==> config.mk <==
export PLATFORM = sky130hd
export DESIGN_NAME = pab_top
export DESIGN_NICKNAME = d
export VERILOG_FILES = /design/src/pab_pkg.sv /design/src/pab_match.sv /design/src/pab_top.sv
export SDC_FILE = /design/constraint.sdc
export NUM_CORES = 1
export LEC_CHECK = 0
export BUFFER_PORTS_ARGS = -buffer_cell sky130_fd_sc_hd__buf_2
export CAP_MARGIN = 20
export CORE_MARGIN = 1
export CORE_UTILIZATION = 50
export DETAILED_ROUTE_END_ITERATION = 8
export PLACE_DENSITY = 0.76
export SYNTH_ARGS = -nofsm -noshare
export SYNTH_HDL_FRONTEND = slang
export SYNTH_SLANG_ARGS = --single-unit
==> constraint.sdc <==
create_clock -name clk_i -period 3.3 [get_ports clk_i]
set_input_delay 0.66 -clock clk_i [delete_from_list [all_inputs] [get_ports clk_i]]
set_output_delay 0.66 -clock clk_i [all_outputs]
set_load 0.005 [all_outputs]
==> src/pab_pkg.sv <==
// Package for the protection area base and size block.
// Shared register offsets, field positions, reset values and carrier types.
package pab_pkg;

    localparam int NUM_AREAS = 8;
    localparam int IDX_W = 3;

    // Register byte offsets on the plain register port.
    localparam logic [7:0] OFF_AREA_INDEX = 8'h00;
    localparam logic [7:0] OFF_AREA_BASE = 8'h04;
    localparam logic [7:0] OFF_ATTR_SIZE = 8'h08;
    localparam logic [7:0] OFF_CHECK_ADDR = 8'h0C;
    localparam logic [7:0] OFF_CHECK_RESULT = 8'h10;

    // Base register fields.
    localparam int BASE_UPD_BIT = 4;
    localparam int BASE_IDX_LSB = 0;
    localparam int BASE_ADDR_LSB = 5;

    // Attribute and size register fields.
    localparam int ATTR_EN_BIT = 0;
    localparam int ATTR_SIZE_LSB = 1;
    localparam int SIZE_W = 5;
    localparam logic [4:0] SIZE_FULL_MAP = 5'h1F;

    // Result register fields.
    localparam int RES_HIT_BIT = 0;
    localparam int RES_IDX_LSB = 1;

    localparam logic [31:0] RESET_WORD = 32'h0000_0000;

    // One protection area as held by the block.
    typedef struct packed {
        logic [31:0] base;
        logic [4:0] size;
        logic enable;
    } pab_area_t;

    // Register port request.
    typedef struct packed {
        logic [7:0] addr;
        logic [31:0] wdata;
        logic wr;
        logic rd;
    } pab_req_t;

    // Result of an area lookup.
    typedef struct packed {
        logic hit;
        logic [2:0] idx;
    } pab_hit_t;

endpackage

==> src/pab_match.sv <==
// Combinational match of one address against one protection area.
// Assumes the area fields come from registers on the same clock.
`timescale 1ns/1ns
module pab_match (
    // Area and address
    input wire pab_pkg::pab_area_t area_i,
    input wire logic [31:0] addr_i,
    // Result
    output logic hit_o
);

    // Bit N upward is compared, N being the size field plus one.
    function automatic logic [31:0] pab_mask(input logic [4:0] size);
        logic [5:0] n;
        n = {1'b0, size} + 6'h01;
        pab_mask = 32'hFFFF_FFFF << n;
    endfunction

    always_comb begin
        if (!area_i.enable) begin
            hit_o = 1'b0;
        end else if (area_i.size == pab_pkg::SIZE_FULL_MAP) begin
            hit_o = 1'b1;
        end else begin
            hit_o = ((addr_i ^ area_i.base) & pab_mask(area_i.size)) == 32'h0000_0000;
        end
    end

endmodule // pab_match

==> src/pab_top.sv <==
// Protection area base and size registers with an address lookup.
// Assumes a plain register port on clk_i; read data follow the read strobe by one cycle.
//
// Implementation choices: the register addresses and the strobed register port.
`timescale 1ns/1ns

////////////////////////////////////////////////////////////////////////////////

// Notes on behaviour
// Software aligns base to area size.
// Size 31 covers whole map from zero.
// Base compared from bit size plus one.
// Flag clear: keep index, update selected base.
// Flag set: load index, update that base.
// Number-update flag reads as zero.
// Index field reads the current index.
// Area size is two to size plus one.
// Software keeps size at four or above.
// Base register follows and can change index.
// Disabled areas never match.
module pab_top (
    // Clock and reset
    input wire logic clk_i,
    input wire logic sys_rst_i,
    // Register port
    input wire logic [7:0] reg_addr_i,
    input wire logic [31:0] reg_wdata_i,
    input wire logic reg_wr_i,
    input wire logic reg_rd_i,
    output logic [31:0] reg_rdata_o,
    // Lookup result
    output logic hit_o,
    output logic [2:0] hit_idx_o
);

    ////////////////////////////////////////////////////////////////////////////////

    pab_pkg::pab_req_t req;
    pab_pkg::pab_area_t areas [pab_pkg::NUM_AREAS];
    pab_pkg::pab_area_t next_areas [pab_pkg::NUM_AREAS];
    logic [2:0] sel;
    logic [2:0] next_sel;
    logic [31:0] chk_addr;
    logic [31:0] next_chk_addr;
    logic [31:0] rdata;
    logic [31:0] next_rdata;
    pab_pkg::pab_hit_t res;
    pab_pkg::pab_hit_t next_res;
    logic [pab_pkg::NUM_AREAS-1:0] hits;

    assign req = '{addr: reg_addr_i, wdata: reg_wdata_i, wr: reg_wr_i, rd: reg_rd_i};

    ////////////////////////////////////////////////////////////////////////////////

    // Aligned base bits only; the low bits of the base hold no storage.
    function automatic logic [31:0] pab_base_of(input logic [31:0] w);
        pab_base_of = {w[31:pab_pkg::BASE_ADDR_LSB], 5'h00};
    endfunction

    always_comb begin
        next_sel = sel;
        next_chk_addr = chk_addr;
        for (int i = 0; i < pab_pkg::NUM_AREAS; i++) begin
            next_areas[i] = areas[i];
        end
        if (req.wr) begin
            case (req.addr)
                pab_pkg::OFF_AREA_INDEX: begin
                    next_sel = req.wdata[2:0];
                end
                pab_pkg::OFF_AREA_BASE: begin
                    if (req.wdata[pab_pkg::BASE_UPD_BIT]) begin
                        next_sel = req.wdata[2:0];
                        next_areas[req.wdata[2:0]].base = pab_base_of(req.wdata);
                    end else begin
                        next_areas[sel].base = pab_base_of(req.wdata);
                    end
                end
                pab_pkg::OFF_ATTR_SIZE: begin
                    next_areas[sel].enable = req.wdata[pab_pkg::ATTR_EN_BIT];
                    next_areas[sel].size = req.wdata[pab_pkg::ATTR_SIZE_LSB +: pab_pkg::SIZE_W];
                end
                pab_pkg::OFF_CHECK_ADDR: begin
                    next_chk_addr = req.wdata;
                end
                default: begin
                end
            endcase
        end
    end

    always_ff @(posedge clk_i) begin
        if (sys_rst_i) begin
            sel <= 3'h0;
            chk_addr <= pab_pkg::RESET_WORD;
            for (int i = 0; i < pab_pkg::NUM_AREAS; i++) begin
                areas[i] <= '0;
            end
        end else begin
            sel <= next_sel;
            chk_addr <= next_chk_addr;
            for (int i = 0; i < pab_pkg::NUM_AREAS; i++) begin
                areas[i] <= next_areas[i];
            end
        end
    end

    ////////////////////////////////////////////////////////////////////////////////

    // Every area is matched in parallel; the lowest index wins a tie.
    genvar g;
    generate
        for (g = 0; g < pab_pkg::NUM_AREAS; g++) begin : g_match
            pab_match u_match (
                .area_i(areas[g]),
                .addr_i(chk_addr),
                .hit_o(hits[g])
            );
        end
    endgenerate

    always_comb begin
        next_res = '0;
        for (int i = pab_pkg::NUM_AREAS - 1; i >= 0; i--) begin
            if (hits[i]) begin
                next_res.hit = 1'b1;
                next_res.idx = 3'(i);
            end
        end
    end

    ////////////////////////////////////////////////////////////////////////////////

    always_comb begin
        next_rdata = 32'h0000_0000;
        if (req.rd) begin
            case (req.addr)
                pab_pkg::OFF_AREA_INDEX: begin
                    next_rdata = {29'h0000_0000, sel};
                end
                pab_pkg::OFF_AREA_BASE: begin
                    // Flag bit stays zero; index field shows the current index.
                    next_rdata = areas[sel].base | {29'h0000_0000, sel};
                end
                pab_pkg::OFF_ATTR_SIZE: begin
                    next_rdata = {26'h000_0000, areas[sel].size, areas[sel].enable};
                end
                pab_pkg::OFF_CHECK_ADDR: begin
                    next_rdata = chk_addr;
                end
                pab_pkg::OFF_CHECK_RESULT: begin
                    next_rdata = {28'h000_0000, res.idx, res.hit};
                end
                default: begin
                    next_rdata = 32'h0000_0000;
                end
            endcase
        end
    end

    always_ff @(posedge clk_i) begin
        if (sys_rst_i) begin
            rdata <= pab_pkg::RESET_WORD;
            res <= '0;
        end else begin
            rdata <= next_rdata;
            res <= next_res;
        end
    end

    assign reg_rdata_o = rdata;
    assign hit_o = res.hit;
    assign hit_idx_o = res.idx;

    ////////////////////////////////////////////////////////////////////////////////

    a_flag_reads_zero: assert property (@(posedge clk_i) disable iff (sys_rst_i)
        req.rd && req.addr == pab_pkg::OFF_AREA_BASE |=> !reg_rdata_o[pab_pkg::BASE_UPD_BIT])
        else $error("update flag read back as one");

    a_index_readback: assert property (@(posedge clk_i) disable iff (sys_rst_i)
        req.rd && req.addr == pab_pkg::OFF_AREA_BASE |=> reg_rdata_o[2:0] == $past(sel))
        else $error("index field differs from current index");

    a_keep_index: assert property (@(posedge clk_i) disable iff (sys_rst_i)
        req.wr && req.addr == pab_pkg::OFF_AREA_BASE && !req.wdata[pab_pkg::BASE_UPD_BIT]
        |=> sel == $past(sel) && areas[sel][37:11] == $past(req.wdata[31:5]))
        else $error("base write without flag moved index or lost base");

    a_load_index: assert property (@(posedge clk_i) disable iff (sys_rst_i)
        req.wr && req.addr == pab_pkg::OFF_AREA_BASE && req.wdata[pab_pkg::BASE_UPD_BIT]
        |=> sel == $past(req.wdata[2:0]) && areas[sel][37:11] == $past(req.wdata[31:5]))
        else $error("base write with flag did not load index");

    a_disabled_miss: assert property (@(posedge clk_i) disable iff (sys_rst_i)
        !areas[0].enable |-> !hits[0])
        else $error("disabled area matched");

    a_full_map_hit: assert property (@(posedge clk_i) disable iff (sys_rst_i)
        areas[0].enable && areas[0].size == pab_pkg::SIZE_FULL_MAP |-> hits[0])
        else $error("full map area missed");

    a_hit_result: assert property (@(posedge clk_i) disable iff (sys_rst_i)
        hits[0] |=> hit_o && hit_idx_o == 3'h0)
        else $error("area zero hit not reported");

    a_base_bit_n: assert property (@(posedge clk_i) disable iff (sys_rst_i)
        areas[0].enable && areas[0].size == 5'h04 && chk_addr[31:5] != areas[0].base[31:5]
        |-> !hits[0])
        else $error("address outside thirty two byte area matched");

    a_index_write: assert property (@(posedge clk_i) disable iff (sys_rst_i)
        req.wr && req.addr == pab_pkg::OFF_AREA_INDEX |=> sel == $past(req.wdata[2:0]))
        else $error("index write did not select area");

    a_size_readback: assert property (@(posedge clk_i) disable iff (sys_rst_i)
        req.rd && req.addr == pab_pkg::OFF_ATTR_SIZE
        |=> reg_rdata_o[pab_pkg::ATTR_SIZE_LSB +: pab_pkg::SIZE_W] == $past(areas[sel].size))
        else $error("size field read back differs from selected area");

endmodule // pab_top

==> flow_summary.toml, run 1 <==
[floorplanning]
die_area_um2 = 40100
core-area_um2 = 38740
io_pins = 80
die_w_um = 200.2
dieHeight_um = 200.2
rows = 72
initial_core_util_pct = 50.73

[placed_design]
hpwlAfterDp_mm = 56.92
routabilityCongestion = 1.070
portBuffers = 79

[clocking]
clk_pin_slew_worst_paths_ns = 0.06
cts_buffer_depth = 3
cts.sinks = 338
post_cts_buffers = 0
root_buffer = "clkbuf_16"
h-tree-depth = 2
cts_tree = "done"
clk_latency_ns = 0.57
cts_buffers = 39

[global_routing]
antenna_found_initial = 3
overflow = 0
grt_pass1_vias = 16410
grt_use_total_pct = 37.73
grt_max_degree = 97
grt_first_pass_wirelength_mm = 112.0

[logic_synthesis]
synth_cell_type_count = 82
synth_compound_area_share_pct = 11.41
syn_nets = 2265
synth_area_um2 = 19650
ys.warnings.count = 0
synth_xor_area_share_pct = 10.46
synthCells = 2182
async_reset_ff_share_pct = 0
postSynthAreaPerCell_um2 = 9.006
muxShareOfSynthArea_pct = 21.75
synth_simple_gate_area_share_pct = 14.59
synth_edf_count = 0
synth_top_flop_cell = "dfxtp_1"
synthAdderAreaFrac_pct = 2.687
synth_seq_area_share_pct = 34.43
ys_seq_elements = 338
synth_top_family_by_area = "multiplexers"

[job]
maxCapViolCount = 0

[timing]
layout_min_cycle_time_ns = 3.126
slew_viol_final = 0
period_share_pct = 94.72
finalHoldViolations = 0
fin_worst_skew_ns = 0.01601
hold_ws_ns = 0.4188
setup_tns_ns = 0
setup_viol = 0
max_freq_mhz = 319.9
slew_headroom_pct = 32.14
max_slew.worst_pin.slew_ns = 1.018

[cells_and_area]
fin_nets = 2304
final_common_cell = "nor2_1"
fill_cells = 3446
final_cell_mix = "346 x nor2_1, 335 x dfxtp_1, 274 x mux2i_1"
multi_input_area_um2 = 12030
register_area_um2 = 6775
drive_gt1_share_pct = 15.09
area.growth.synth_to_final_pct = 12.05

[hold_path]
hold_path.class = "input port to register"

[setup_path]
end_kind = "register"
r2r_setup_slack_ns = 0.17
cp_max_fo = 8
startpoint_type = "register"
worstSetupPathType = "register to register"
cp.arrival_ns = 3.60
required_ns = 3.78

[routing]
drt-total-wl_mm = 76.55
via_per_inst = 6.310
ant_nets = 0
drtIter0Drc = 2208
drt_pass1_iterations = 9
vias = 17470
drc_errors = 0
post_drt_wl_per_cell_um = 27.65

[pwr]
peakVddDrop_mv = 0.3879
power_mw = 8.452
p_leak_nw = 10.14
p_per_area_nw_per_um2 = 383.9

[status]
outcome = "complete, no violations"
synthesized netlist by cell type, types with 21 or more instances:
master | instances | share of area [%]
nor2_1 | 346 | 6.6
dfxtp_1 | 338 | 34
mux2i_1 | 274 | 14
nand2_1 | 141 | 2.7
a21oi_1 | 134 | 3.4
clkbuf_1 | 121 | 2.3
xnor2_1 | 116 | 5.2
xor2_1 | 115 | 5.1
o21ai_0 | 71 | 1.8
mux4_2 | 66 | 7.6
inv_1 | 40 | 0.76
buf_2 | 39 | 0.99
ha_1 | 39 | 2.5
nand3_1 | 28 | 0.71
nand2b_1 | 21 | 0.67
state kept, by name (all words and copies together), names as in the netlist, named ones only:
signal       count
chk_addr        32
hit_idx_o        3
reg_rdata_o     32
hit_o            1
areas          264
sel              3
power by group:
part	leakage, nW	switching, mW	internal (mW)
registers	2.72	0.00303	4.08
clock network	0.589	1.84	2.33
logic	6.83	0.159	0.0481
total	10.1	2.00	6.45
logic make-up (layout without fill, tap and decap cells):
logic type / count (synthesis) / after routing
and+or+nand+nor: 649 / 649
AOI/OAI and AO/OA: 357 / 357
muxes: 344 / 344
DFF: 338 / 338
xor gates and xnor gates: 233 / 233
buffers and inverters: 218 / 283
adders and majority gates: 43 / 43
other: 0 / 3
area by class of cell:
| class | instances | share of cell area [%] |
|---|---|---|
| clock buffer | 51 | 4.910 |
| inverter | 40 | 0.6819 |
| clock inverter | 16 | 0.5342 |
| timing repair buffer | 176 | 5.484 |
| sequential | 338 | 30.77 |
| tap | 518 | 2.944 |
| antenna | 3 | 0.03409 |
| multi-input combinational | 1626 | 54.64 |
critical path, cell delays in order, from the launching register on:
cell and delay, ns:
dfxtp_1 0.32, ha_1 0.21, and3_1 0.19, ha_1 0.45
inv_1 0.13, o311ai_1 0.41, a32oi_1 0.16, nor4bb_1 0.34
o22ai_1 0.21, and2b_1 0.21, and2_4 0.15, nor4_4 0.26
timing repair:
item                                    CTS  global route
hold buffers                              0             0
gates resized for setup                   0             8
endpoints found under the setup margin    0             4
final timing paths:
check,start,cells past startpoint,end
min reg2reg,areas[0][5]$_SDFFE_PP0P_,2,areas[0][5]$_SDFFE_PP0P_
min,reg_wdata_i[6],3,chk_addr[6]$_SDFFE_PP0P_
max,areas[7][1]$_SDFFE_PP0P_,11,hit_idx_o[2]$_SDFF_PP0_
max reg2reg,areas[7][1]$_SDFFE_PP0P_,11,hit_idx_o[2]$_SDFF_PP0_
layer usage:
| metal | track usage [%] | vias to the layer above | routed length (um) | share of wire, % |
|---|---|---|---|---|
| li1 | - | 7695 | - | - |
| met1 | 51.98 | 8518 | 31740 | 41 |
| met2 | 56.41 | 1060 | 32890 | 43 |
| met3 | 6.964 | 192 | 7587 | 9.9 |
| met4 | 19.09 | 0 | 4332 | 5.7 |
| met5 | 0 | - | 0 | 0 |
per-stage QoR:
step           worst slack, ns  cell area, um^2  std cells  util [%]
6_report                0.1741            22020       2768     56.84
5_1_grt               -0.01833            22010       2765     56.82
4_1_cts                0.09675            21980       2765     56.74
3_5_place_dp            0.1153            20780       2698     53.65
3_3_place_gp            0.1065            20780       2698     53.65
2_1_floorplan           0.4774            19650       2182         -
(Power assumes the default switching activity.)
==> inputs of run 2 (changes only) <==
Settings changed: CORE_ASPECT_RATIO set to 0.75.
==> run 2 against run 1 <==
Maximum frequency shrank 0.31%. Die area is essentially flat. Highest routed layer is now met5. Setup slack lost 0.0097 ns. Critical path depth shrank 1. Largest power group is now registers.
==> flow_summary.toml, run 2 (same netlist as run 1, synthesis figures left out) <==
[setup_path]
end_kind = "register"
required_ns = 3.75
startpoint_type = "register"
cp_max_fo = 9
worstSetupPathType = "register to register"
cp.arrival_ns = 3.59

[clocking]
cts_buffer_depth = 3
h-tree-depth = 2
clk_latency_ns = 0.54
cts_buffers = 35
post_cts_buffers = 0
cts_tree = "done"
root_buffer = "clkbuf_16"
cts.sinks = 338
clk_pin_slew_worst_paths_ns = 0.07

[timing]
slew_headroom_pct = 34.31
finalHoldViolations = 0
max_freq_mhz = 318.9
setup_viol = 0
setup_tns_ns = 0
layout_min_cycle_time_ns = 3.136
slew_viol_final = 0
hold_ws_ns = 0.4500
max_slew.worst_pin.slew_ns = 0.9821
period_share_pct = 95.02
fin_worst_skew_ns = 0.01063
grt_setup_unrepaired = "false"

[cells_and_area]
final_cells = 2751
drive_gt1_share_pct = 14.68
largest_reg_flops = 264
top_register = "areas"
fin_nets = 2296
final_cell_mix = "346 x nor2_1, 335 x dfxtp_1, 274 x mux2i_1"
final_common_cell = "nor2_1"
area.growth.synth_to_final_pct = 11.53
final_util_pct = 56.96

[floorplanning]
dieHeight_um = 173.7
io_pins = 80
core-area_um2 = 38480
rows = 62
die_w_um = 230.9
initial_core_util_pct = 51.07
die_area_um2 = 40110

[pwr]
p_per_area_nw_per_um2 = 378.8
p_leak_nw = 10.08
power_mw = 8.301
peakVddDrop_mv = 0.4510

[routing]
drt-total-wl_mm = 77.81
post_drt_wl_per_cell_um = 28.28
ant_nets = 0
via_per_inst = 6.448
drtIter0Drc = 2850
vias = 17740
drt_pass1_iterations = 8
drc_errors = 0

[global_routing]
grt_pass1_vias = 16160
grt_max_degree = 146
antenna_found_initial = 7
overflow = 0
grt_first_pass_wirelength_mm = 112.7
grt_use_total_pct = 38.12

[status]
outcome = "complete, no violations"

[placed_design]
place_inst = 2688
hpwlAfterDp_mm = 58.50
portBuffers = 79
routabilityCongestion = 1.106

[hold_path]
hold_path.class = "input port to register"

[job]
maxCapViolCount = 0
-- run 2: what timing repair did --
item,4_1_cts,5_1_grt
resized for setup,0,9
endpoints found under the setup margin,0,4
hold buffers,0,0
-- run 2: per-stage QoR --
step,setup WS (ns),cell area (um^2)
after CTS,0.01241,21860
final,0.1644,21910
after global placement,0.1483,20730
after floorplan,0.4774,19650
after global routing,0.0005960,21900
after detailed placement,0.07151,20730
-- run 2: path summary, 6_finish.rpt --
| check | start | to | slack [ns] | cells past startpoint |
|---|---|---|---|---|
| max | areas[4][2]$_SDFFE_PP0P_ | hit_idx_o[2]$_SDFF_PP0_ | 0.16 | 10 |
| min | reg_wdata_i[6] | chk_addr[6]$_SDFFE_PP0P_ | 0.45 | 3 |
| max reg2reg | areas[4][2]$_SDFFE_PP0P_ | hit_idx_o[2]$_SDFF_PP0_ | 0.16 | 10 |
| min reg2reg | areas[0][0]$_SDFFE_PP0P_ | areas[0][0]$_SDFFE_PP0P_ | 0.53 | 2 |
-- run 2: final cells by class --
class	instances	area, um^2
Antenna cell	5	12.51
Clock buffer	53	1076
Clock inverter	5	53.80
Fill cell	3355	16560
Inverter	40	150.1
Multi-Input combinational cell	1626	12040
Sequential cell	338	6775
Tap cell	512	640.6
Timing Repair Buffer	172	1165
-- run 2: where the power goes --
part | internal (mW) | switching (mW)
Combinational | 0.0507 | 0.164
Sequential | 4.08 | 0.00274
Clock | 2.32 | 1.69
Total | 6.45 | 1.85
-- run 2: worst max-delay path: stages (launching register included) --
cell and delay [ns]:
dfxtp_1 0.54, ha_1 0.38, xor2_1 0.42, nand2_1 0.13
nand3_1 0.11, o21ai_0 0.10, nor4_1 0.51, a41o_1 0.33
nor2_1 0.08, and2_4 0.18, nor4_4 0.25
-- run 2: per-layer routing --
metal  global-route usage, %  up-vias  routed length [um]
met2                   54.00     1248               31750
met4                   10.93        2                2722
met5                       0        -                  13
met3                   8.010      177               10220
met1                   57.45     8641               33100
li1                        -     7671                   -
